## src/logic/rtp_pkg.sv

```systemverilog
// constants and types shared by the reload timer files
package rtp_pkg;

	// ------------------------------------------------------------
	// bus geometry
	// ------------------------------------------------------------
	localparam int ADDR_W = 10;
	localparam int DATA_W = 32;
	localparam int CNT_W = 16;

	// ------------------------------------------------------------
	// register indices, byte address is four times the index
	// ------------------------------------------------------------
	localparam logic [7:0] IDX_RELOAD_B_LO = 8'hA7;
	localparam logic [7:0] IDX_RELOAD_B_HI = 8'hA8;
	localparam logic [7:0] IDX_RELOAD_A_LO = 8'hAA;
	localparam logic [7:0] IDX_RELOAD_A_HI = 8'hAB;
	localparam logic [7:0] IDX_COUNT_LO = 8'hAC;
	localparam logic [7:0] IDX_COUNT_HI = 8'hAD;
	localparam logic [7:0] IDX_CONTROL = 8'hAE;
	localparam logic [7:0] IDX_PORT_DATA = 8'hB2;
	localparam logic [7:0] IDX_PORT_DIR = 8'hB3;
	localparam logic [7:0] IDX_FLAGS = 8'hCF;

	// ------------------------------------------------------------
	// field positions
	// ------------------------------------------------------------
	localparam int PIN_BIT = 2;
	localparam int GIE_BIT = 4;

	// ------------------------------------------------------------
	// mode codes held in control bits 7..5
	// ------------------------------------------------------------
	localparam logic [2:0] MODE_WAVE_TOGGLE = 3'h5;
	localparam logic [2:0] MODE_WAVE_PLAIN = 3'h4;
	localparam logic [2:0] MODE_EVENT_RISE = 3'h0;
	localparam logic [2:0] MODE_EVENT_FALL = 3'h1;

	// ------------------------------------------------------------
	// reset values
	// ------------------------------------------------------------
	localparam logic [7:0] CTRL_RST = 8'h00;
	localparam logic [7:0] BYTE_RST = 8'h00;
	localparam logic [15:0] WORD_RST = 16'h0000;
	localparam logic [31:0] RDATA_RST = 32'h0000_0000;

	// control register layout, msb first
	typedef struct packed {
		logic [2:0] mode;
		logic run;
		logic pend;
		logic irq_en;
		logic capt_type;
		logic dual;
	} rtp_ctrl_t;

	// which reload register feeds the next underflow
	typedef enum logic {
		RLD_A,
		RLD_B
	} rtp_rsel_t;

endpackage

```

## src/logic/rtp_pin_edge.sv

```systemverilog
// pin synchroniser with rising and falling edge detect
`timescale 1ns/1ps
module rtp_pin_edge (
	input wire logic clock_i,
	input wire logic resetn_i,
	input wire logic clock_en_i,
	input wire logic pin_i,
	output logic rise_o,
	output logic fall_o
);
	logic sync_a;
	logic sync_b;
	logic prev;

	// two stages before anything looks at the pin
	// reset to the pulled-up idle level, so no false rise after reset
	always_ff @(posedge clock_i or negedge resetn_i) begin
		if (!resetn_i) begin
			sync_a <= 1'b1;
			sync_b <= 1'b1;
			prev <= 1'b1;
		end else if (clock_en_i) begin
			sync_a <= pin_i;
			sync_b <= sync_a;
			prev <= sync_b;
		end
	end

	// edges seen only on the settled copy
	assign rise_o = sync_b & ~prev;
	assign fall_o = ~sync_b & prev;
endmodule

```

## src/logic/rtp_timer.sv

```systemverilog
// reload timer with waveform and event counter modes, avalon slave
//
// Behaviour
// - waveform mode decrements the count every clock while run is set.
// - waveform underflow loads the selected reload value and counts on.
// - every underflow sets pending flag, control bit 3.
// - toggle mode inverts the timer pin (port bit 2) on underflow.
// - dual select 0 reloads only from reload_a, reload_b ignored.
// - dual select 1 alternates a then b, starting with a after start.
// - irq request only while irq enable and global enable are both set.
// - one interrupt per pending set; new one only after clear.
// - in toggle mode irq comes with each pin rising and falling edge.
// - control 0xB0 gives toggling waveform, irq off, pending cleared, run.
// - pin start level from port data bit 2, output via direction bit 2.
// - event mode decrements on selected pin transitions, not clock.
// - control bit 5 picks falling or rising edges in event mode.
// - event underflow reloads from reload_a, sets pending, keeps counting.
// - count reaches zero on event N, underflows on next event.
// - control 0x34 gives falling event count, irq on, pending clear, run.
// - control bits 7..5: 101 toggle, 100 plain wave, 000 rise, 001 fall.
// - control bit 4 run, bit 2 irq enable, bit 0 dual select.
//
// Added by the designer: register access over Avalon-MM and the register addresses.
`timescale 1ns/1ps
module rtp_timer
	import rtp_pkg::*;
#(
	parameter int CW = CNT_W
) (
	input wire logic clock_i,
	input wire logic resetn_i,
	input wire logic clock_en_i,
	input wire logic [ADDR_W-1:0] avs_address_i,
	input wire logic avs_read_i,
	input wire logic avs_write_i,
	input wire logic [DATA_W-1:0] avs_writedata_i,
	input wire logic [3:0] avs_byteenable_i,
	output logic [DATA_W-1:0] avs_readdata_o,
	output logic avs_waitrequest_o,
	input wire logic timer_pin_i,
	output logic timer_pin_o,
	output logic timer_pin_oe_n_o,
	output logic timer_irq_request_o
);
	// ------------------------------------------------------------
	// state
	// ------------------------------------------------------------
	rtp_ctrl_t ctrl;
	rtp_ctrl_t next_ctrl;
	logic [CW-1:0] timer_count;
	logic [CW-1:0] next_count;
	logic [CW-1:0] reload_a;
	logic [CW-1:0] reload_b;
	logic [7:0] port_data_reg;
	logic [7:0] port_direction_reg;
	logic [7:0] next_port_data;
	logic global_ie;
	rtp_rsel_t rsel;
	rtp_rsel_t next_rsel;
	logic pin_rise;
	logic pin_fall;

	// ------------------------------------------------------------
	// pin edges
	// ------------------------------------------------------------
	rtp_pin_edge u_edge (
		.clock_i(clock_i),
		.resetn_i(resetn_i),
		.clock_en_i(clock_en_i),
		.pin_i(timer_pin_i),
		.rise_o(pin_rise),
		.fall_o(pin_fall)
	);

	// ------------------------------------------------------------
	// bus decode
	// ------------------------------------------------------------
	// a write lands at the edge where waitrequest is seen low
	wire [7:0] idx = avs_address_i[ADDR_W-1:2];
	wire wr = avs_write_i & ~avs_waitrequest_o & avs_byteenable_i[0];
	wire [7:0] wd = avs_writedata_i[7:0];
	wire wr_ctrl = wr & (idx == IDX_CONTROL);
	wire wr_cnt_lo = wr & (idx == IDX_COUNT_LO);
	wire wr_cnt_hi = wr & (idx == IDX_COUNT_HI);
	wire wr_ra_lo = wr & (idx == IDX_RELOAD_A_LO);
	wire wr_ra_hi = wr & (idx == IDX_RELOAD_A_HI);
	wire wr_rb_lo = wr & (idx == IDX_RELOAD_B_LO);
	wire wr_rb_hi = wr & (idx == IDX_RELOAD_B_HI);
	wire wr_pdata = wr & (idx == IDX_PORT_DATA);
	wire wr_pdir = wr & (idx == IDX_PORT_DIR);
	wire wr_flags = wr & (idx == IDX_FLAGS);
	wire cnt_wr = wr_cnt_lo | wr_cnt_hi;

	// ------------------------------------------------------------
	// counting
	// ------------------------------------------------------------
	// capture mode codes (01x, 11x) never tick: they are not built
	wire wave = (ctrl.mode == MODE_WAVE_TOGGLE) |
		(ctrl.mode == MODE_WAVE_PLAIN);
	wire evt = (ctrl.mode == MODE_EVENT_RISE) |
		(ctrl.mode == MODE_EVENT_FALL);
	wire evt_edge = (ctrl.mode == MODE_EVENT_FALL) ? pin_fall :
		pin_rise;
	wire tick = clock_en_i & ctrl.run &
		(wave | (evt & evt_edge));
	// zero is a real count; underflow needs one more tick
	wire underflow = tick & (timer_count == '0);
	wire use_b = wave & ctrl.dual & (rsel == RLD_B);
	wire [CW-1:0] reload_val = use_b ? reload_b :
		reload_a;
	wire toggle = underflow &
		(ctrl.mode == MODE_WAVE_TOGGLE);
	wire start = wr_ctrl & wd[4] & ~ctrl.run;
	wire irq_next = ctrl.pend & ctrl.irq_en & global_ie;

	// next count: a software write beats a tick in the same cycle
	always_comb begin
		next_count = timer_count;
		if (wr_cnt_lo) begin
			next_count[7:0] = wd;
		end else if (wr_cnt_hi) begin
			next_count[CW-1:8] = wd[CW-9:0];
		end else if (underflow) begin
			next_count = reload_val;
		end else if (tick) begin
			next_count = timer_count - {{(CW-1){1'b0}}, 1'b1};
		end
	end

	// reload select restarts at a each time the timer is started
	always_comb begin
		next_rsel = rsel;
		if (start) begin
			next_rsel = RLD_A;
		end else if (underflow & wave & ctrl.dual) begin
			next_rsel = (rsel == RLD_A) ? RLD_B : RLD_A;
		end
	end

	// control: pending set by underflow wins over a software clear
	always_comb begin
		next_ctrl = ctrl;
		if (wr_ctrl) begin
			next_ctrl = rtp_ctrl_t'(wd);
		end
		if (underflow) begin
			next_ctrl.pend = 1'b1;
		end
	end

	// port data: hardware toggle beats a software write
	always_comb begin
		next_port_data = port_data_reg;
		if (wr_pdata) begin
			next_port_data = wd;
		end
		if (toggle) begin
			next_port_data[PIN_BIT] = ~port_data_reg[PIN_BIT];
		end
	end

	// ------------------------------------------------------------
	// registers
	// ------------------------------------------------------------
	// all state freezes while the clock enable is low
	always_ff @(posedge clock_i or negedge resetn_i) begin
		if (!resetn_i) begin
			ctrl <= rtp_ctrl_t'(CTRL_RST);
			rsel <= RLD_A;
			timer_count <= WORD_RST;
			port_data_reg <= BYTE_RST;
			port_direction_reg <= BYTE_RST;
			global_ie <= 1'b0;
		end else if (clock_en_i) begin
			ctrl <= next_ctrl;
			rsel <= next_rsel;
			timer_count <= next_count;
			port_data_reg <= next_port_data;
			if (wr_pdir) port_direction_reg <= wd;
			if (wr_flags) global_ie <= wd[GIE_BIT];
		end
	end

	// reload registers, written byte by byte
	always_ff @(posedge clock_i or negedge resetn_i) begin
		if (!resetn_i) begin
			reload_a <= WORD_RST;
			reload_b <= WORD_RST;
		end else if (clock_en_i) begin
			if (wr_ra_lo) reload_a[7:0] <= wd;
			if (wr_ra_hi) reload_a[CW-1:8] <= wd[CW-9:0];
			if (wr_rb_lo) reload_b[7:0] <= wd;
			if (wr_rb_hi) reload_b[CW-1:8] <= wd[CW-9:0];
		end
	end

	// ------------------------------------------------------------
	// bus answer
	// ------------------------------------------------------------
	// every access takes one wait cycle; read data registered
	logic [7:0] rd_byte;
	always_comb begin
		case (idx)
			IDX_CONTROL: rd_byte = next_ctrl;
			IDX_COUNT_LO: rd_byte = next_count[7:0];
			IDX_COUNT_HI: rd_byte = next_count[CW-1:8];
			IDX_RELOAD_A_LO: rd_byte = reload_a[7:0];
			IDX_RELOAD_A_HI: rd_byte = reload_a[CW-1:8];
			IDX_RELOAD_B_LO: rd_byte = reload_b[7:0];
			IDX_RELOAD_B_HI: rd_byte = reload_b[CW-1:8];
			IDX_PORT_DATA: rd_byte = next_port_data;
			IDX_PORT_DIR: rd_byte = port_direction_reg;
			IDX_FLAGS: rd_byte = {3'h0, global_ie, 4'h0};
			default: rd_byte = BYTE_RST;
		endcase
	end

	wire req = avs_read_i | avs_write_i;

	always_ff @(posedge clock_i or negedge resetn_i) begin
		if (!resetn_i) begin
			avs_waitrequest_o <= 1'b1;
			avs_readdata_o <= RDATA_RST;
		end else if (clock_en_i) begin
			avs_waitrequest_o <= ~(req & avs_waitrequest_o);
			if (avs_read_i & avs_waitrequest_o)
				avs_readdata_o <= {24'h00_0000, rd_byte};
		end
	end

	// ------------------------------------------------------------
	// pin and interrupt outputs
	// ------------------------------------------------------------
	// pin level and enable straight from the port registers
	assign timer_pin_o = port_data_reg[PIN_BIT];
	wire next_port_dir_bit = wr_pdir ? wd[PIN_BIT] :
		port_direction_reg[PIN_BIT];
	always_ff @(posedge clock_i or negedge resetn_i) begin
		if (!resetn_i) begin
			timer_pin_oe_n_o <= 1'b1;
			timer_irq_request_o <= 1'b0;
		end else if (clock_en_i) begin
			timer_pin_oe_n_o <= ~next_port_dir_bit;
			timer_irq_request_o <= irq_next;
		end
	end
endmodule

```

## config.mk

```make
export PLATFORM = sky130hd
export DESIGN_NAME = rtp_timer
export DESIGN_NICKNAME = d
export VERILOG_FILES = /design/src/logic/rtp_pkg.sv /design/src/logic/rtp_pin_edge.sv /design/src/logic/rtp_timer.sv
export SDC_FILE = /design/constraint.sdc
export NUM_CORES = 1
export LEC_CHECK = 0
export ABC_AREA = 0
export BUFFER_PORTS_ARGS = -buffer_cell sky130_fd_sc_hd__buf_4
export CORE_ASPECT_RATIO = 1.5
export CORE_MARGIN = 1.5
export CORE_UTILIZATION = 58
export DETAILED_ROUTE_END_ITERATION = 10
export GPL_TIMING_DRIVEN = 0
export PLACE_DENSITY = 0.84
export SYNTH_ARGS = -nofsm -noshare
export SYNTH_HDL_FRONTEND = slang
export SYNTH_HIERARCHICAL = 1
export SYNTH_SLANG_ARGS = --single-unit
```

## constraint.sdc

```tcl
create_clock -name clock_i -period 3.1 [get_ports clock_i]
set_clock_uncertainty 0.15 [all_clocks]
set_input_delay 0.62 -clock clock_i [delete_from_list [all_inputs] [get_ports clock_i]]
set_output_delay 0.62 -clock clock_i [all_outputs]
set_load 0.02 [all_outputs]
```

==> out/metrics.cfg, run 1 <==
[global_route]
grt_max_degree = 89
grt_usage = 0.380
grt_first_pass_wirelength_um = 30500
overflow = 0
grt_pass1_vias = 5398
antenna_found_initial = 0

[clock_tree]
clock_path_buffers = 2
cts_sinks = 88
path_clk_slew_ns = 0.07
cts_buffers = 9
clock_latency_ns = 0.35
htreeDepth = 3
cts_tree = yes
cts-root-buf = clkbuf_16

[logic_synthesis]
synth_cells = 608
async_reset_ff_frac = 1.00
ys_warn_count = 6
synth_edf_count = 0
ys_types = 72
yosys.area_share.simple = 0.203
ys_ff_latch = 88
netlist_area_um2 = 5810
syn_avg_cell_area_um2 = 9.55
synth-compound-area-share = 0.167
synthFlopType = dfrtp_1
synth.mux.area_fraction = 0.173
yosysSeqAreaShare = 0.380
synth_top_family_by_area = simple AND/OR/NAND/NOR gates
synthAdderAreaFrac = 0.00431
synth_xor_area_frac = 0.00302

[sta]
finalWorstSetupSlack_ns = -0.0201
drv_slew = 0
fin_crit_sh = 1.01
fmax_mhz = 321
fin_crit_ns = 3.12
slew_headroom = 0.239
rsz0062_at_grt = yes
setup_viol = 1
finalHoldViolCount = 0
worst_pin_slew_ns = 1.14

[place]
io_buffers = 30
hpwl_um = 14800
place_ws_ns = -0.577
gp_congestion = 1.01

[route]
vias = 5530
dr.pass1.iters = 8
drt_iter0_markers = 684
drt-vias-per-instance = 6.97
finalWirelength_um = 20000
drc_errors = 0
drtAntennaViolNets = 0
wire_per_inst_um = 25.2

[setup_path]
rr_worst_depth = 8
r2r-start = u_edge/sync_b
cp_max_fo = 10
required_ns = 3.18
r2r-end = avs_readdata_o[2]
endpoint_kind = flip-flop
reg2reg_slack_ns = -0.02
cp.arrival_ns = 3.20
worstSetupStartpointType = flip-flop
critPathKind = flip-flop to flip-flop

[floorplan]
rows = 44
coreArea_um2 = 9690
start_util = 0.599
die_h_um = 126
fp.dieW_um = 84.7
die_area_um2 = 10600
ios = 88

[status]
status = finished, violations left
violations = negative setup slack

[cells_and_area]
drive_gt1_frac = 0.261
nNetsFinal = 727
areaGrowthSynthToFinish_pct = 13.8
antenna_cells = 0
largestRegisters = reload_a x16, reload_b x16, timer_count x16
mostFrequentLayoutCells = 83 x dfrtp_1, 68 x mux2_2, 56 x buf_4
layout_commonest_cell = dfrtp_1

[job]
drv_cap = 0

[min_path]
hold_class = primary input to async pin

[power]
power_density_nw_per_um2 = 470
leakage_uw = 0.00302
ir_drop_mv = 0.540
power_uw = 3110

==> layer usage <==
metal,share of wire,track usage
met3,0.089,0.0647
met5,0,0
met2,0.49,0.634
met1,0.35,0.446
met4,0.074,0.247
==> report_power, final <==
part	internal [uW]	leakage (uW)	switching (uW)
clock	557	0.000132	511
sequential	1230	0.00118	116
combinational	259	0.00170	438
==> cells by family after synthesis <==
kind of cell             Yosys count
other                              1
multiplexers                      92
AND/OR/NAND/NOR                  209
adder cells (fa/ha/maj)            2
XOR/XNOR                           2
buffers and inverters             78
flip-flops                        88
AO/OA/AOI/OAI                    136
==> synth_stat cells, types with 6 or more instances <==
cell,instances,area [um^2]
inv_1,11,41.3
nand2_1,53,199
nand3_1,28,140
a211oi_1,6,45.0
dfrtp_1,83,2080
o211ai_1,9,67.6
buf_4,24,180
nor3_1,15,75.1
nor2_1,28,105
nand4_1,11,68.8
o21ai_0,24,120
clkbuf_1,32,120
mux2_2,68,766
mux2i_1,24,240
a31oi_1,14,87.6
buf_1,7,26.3
nor4_1,7,43.8
and3_1,10,62.6
nor2b_1,6,37.5
a21oi_1,21,105
a22oi_1,11,82.6
==> timing repair <==
item	in CTS	in global routing
pin swaps	0	1
setup endpoints to repair	24	12
cloned	0	0
endpoints found under the hold margin	0	0
setup buffers	0	2
hold buffers	0	0
gates resized for setup	8	4
==> stage by stage <==
stage / hold WS [ns] / instances / util / TNS (ns) / instance area, um^2
final: 0.349 / 793 / 0.682 / -0.0201 / 6610
after global routing: 0.368 / 793 / 0.682 / -0.152 / 6610
after CTS: 0.358 / 791 / 0.678 / 0 / 6570
after detailed placement: 0.343 / 776 / 0.646 / -12.36 / 6260
after global placement: 0.332 / 776 / 0.646 / -10.58 / 6260
after floorplan: 0.174 / 631 / - / 0 / 5890
==> layout make-up <==
cell class / count / area, um^2
multi-input combinational: 465 / 3340
fill: 780 / 3080
sequential: 88 / 2210
buffer: 66 / 350
timing repair buffer: 32 / 240
clock buffer: 10 / 229
tap: 115 / 144
clock inverter: 6 / 52.6
inverter: 11 / 41.3
==> worst max path at each step <==
stage | from | endpoint | slack (ns) | cells past startpoint
CTS | timer_count[0] | timer_count[14] | 0.009 | 9
global placement | avs_address_i[8] | reload_a[0] | -0.44 | 5
finish | u_edge/sync_b | avs_readdata_o[2] | -0.02 | 8
detailed placement | avs_address_i[8] | reload_a[6] | -0.58 | 5
global route | avs_address_i[3] | avs_readdata_o[2] | -0.1 | 9
floorplan | avs_address_i[3] | avs_readdata_o[2] | 0.47 | 8
==> worst max-delay path, stage by stage, from the launching register on <==
cell,delay [ns]
dfstp_2,0.55
nor2b_1,0.14
nor3_1,0.08
nor3_1,0.63
clkbuf_1,0.47
nand2_1,0.29
o22ai_1,0.29
o31ai_1,0.10
a221o_1,0.31
Note: power is estimated with default switching activity, not from simulation.
==> inputs of run 2 (changes only) <==
Clock period 3.1 ns to 3.2 ns, I/O delays scaled along.
==> run 2 against run 1 <==
Effect of this change: final cell count fell by 0.25%; critical path type is now primary input to flip-flop; via count rose by 1.1%; flip-flop and latch count did not move; power fell by 3.1%; largest cell class unchanged; the run still ends with negative setup slack left; clock power barely moved; first-iteration DRC count fell by 3.4%; register-to-register slack improved by 0.06 ns.
==> out/metrics.cfg, run 2 (same netlist as run 1, synthesis figures left out) <==
[clock_tree]
htreeDepth = 3
cts_hold_buf = 0
path_clk_slew_ns = 0.07
clock_path_buffers = 2
cts_buffers = 9
cts_tree = yes
cts_setup_buffers = 0
clock_latency_ns = 0.35
cts_sinks = 88
cts-root-buf = clkbuf_16

[power]
leakage_uw = 0.00301
power_uw = 3010
ir_drop_mv = 0.521
power_density_nw_per_um2 = 457

[floorplan]
fp.dieW_um = 84.7
rows = 44
coreArea_um2 = 9690
die_h_um = 126
ios = 88
die_area_um2 = 10600
start_util = 0.599

[setup_path]
worstSetupStartpointType = primary input
endpoint_kind = flip-flop
critPathKind = primary input to flip-flop
cp.arrival_ns = 3.32
required_ns = 3.32
cp_max_fo = 6

[global_route]
overflow = 0
grt_max_degree = 89
grt_first_pass_wirelength_um = 30400
grt_pass1_vias = 5363
grt_usage = 0.380
antenna_found_initial = 0

[route]
drtAntennaViolNets = 0
drt_iter0_markers = 661
finalWirelength_um = 20000
wire_per_inst_um = 25.3
dr.pass1.iters = 8
drc_errors = 0
drt-vias-per-instance = 7.07
vias = 5590

[sta]
worst_pin_slew_ns = 1.33
drv_slew = 0
tns_ns = -0.00429
rsz0062_at_grt = no
finalWorstSetupSlack_ns = -0.00429
finalHoldViolCount = 0
setup_viol = 1
fmax_mhz = 312
fin_crit_ns = 3.20
slew_headroom = 0.108
fin_crit_sh = 1.00

[cells_and_area]
areaGrowthSynthToFinish_pct = 13.3
final_core_util = 0.679
final_cells = 791
layout_commonest_cell = dfrtp_1
antenna_cells = 0
drive_gt1_frac = 0.254
nNetsFinal = 725
mostFrequentLayoutCells = 83 x dfrtp_1, 68 x mux2_2, 54 x buf_4
fillers = 782
largestRegisters = reload_a x16, reload_b x16, timer_count x16

[status]
violations = negative setup slack
status = finished, violations left

[place]
dp_cells = 776
hpwl_um = 14800
gp_congestion = 1.01
io_buffers = 30

[min_path]
hold_class = primary input to async pin

[job]
drv_cap = 0

run 2: changes by cell type in the layout (fill, tap and decap cells not counted):
cell / delta
buf_4: -2
and4_1: +1
and4_2: -1
nand3_1: +1
nand3_2: -1
nor4_1: +1
nor4_2: -1
run 2: final cells by class:
class / instances / area, um^2 / area share
Buffer: 66 / 350 / 0.0533
Clock buffer: 10 / 229 / 0.0348
Clock inverter: 6 / 52.6 / 0.00799
Inverter: 11 / 41.3 / 0.00628
Multi-Input combinational cell: 465 / 3330 / 0.506
Sequential cell: 88 / 2210 / 0.336
Tap cell: 115 / 144 / 0.0219
Timing Repair Buffer: 30 / 225 / 0.0342
run 2: metal layers:
| metal | vias to the layer above | GRT usage | share of wire |
|---|---|---|---|
| met4 | 0 | 0.248 | 0.078 |
| met1 | 2659 | 0.453 | 0.35 |
| met3 | 114 | 0.0574 | 0.089 |
| met5 | - | 0 | 0 |
| li1 | 2374 | - | - |
| met2 | 443 | 0.632 | 0.48 |
run 2: what timing repair did:
| item | CTS | global route |
|---|---|---|
| gates resized for setup | 2 | 8 |
| pin swaps | 0 | 0 |
| endpoints found under the hold margin | 0 | 0 |
| setup endpoints to repair | 12 | 22 |
run 2: metrics by stage:
stage          hold WS [ns]  worst slack (ns)  area (um^2)
2_1_floorplan         0.194             0.554         5890
3_3_place_gp          0.332            -0.356         6260
3_5_place_dp          0.343            -0.497         6260
4_1_cts               0.359          0.000906         6540
5_1_grt               0.378            0.0119         6580
6_report              0.362          -0.00429         6580
run 2: report_power, final:
group,switching [uW],total (uW),internal [uW]
combinational,424,674,250
clock,496,1040,540
sequential,112,1300,1190
total,1030,3010,1980
run 2: path summary, 6_finish.rpt:
check / from / end / slack [ns] / depth (start not counted)
min: resetn_i / ctrl[5] / 0.36 / 1
max: avs_address_i[8] / avs_readdata_o[5] / -0.004 / 6
max reg2reg: u_edge/sync_b / avs_readdata_o[2] / 0.04 / 8
min reg2reg: port_data_reg[1] / port_data_reg[1] / 0.36 / 1
min in group clock_i: port_data_reg[1] / port_data_reg[1] / 0.36 / 1
max in group asynchronous: resetn_i / reload_a[3] / 1.80 / 1
run 2: worst max-delay path, cell delays in order:
cell       delay [ns]
buf_4            0.13
nand4bb_1        0.35
nor4_1           1.14
nand2_1          0.38
or3b_2           0.57
o211ai_1         0.09
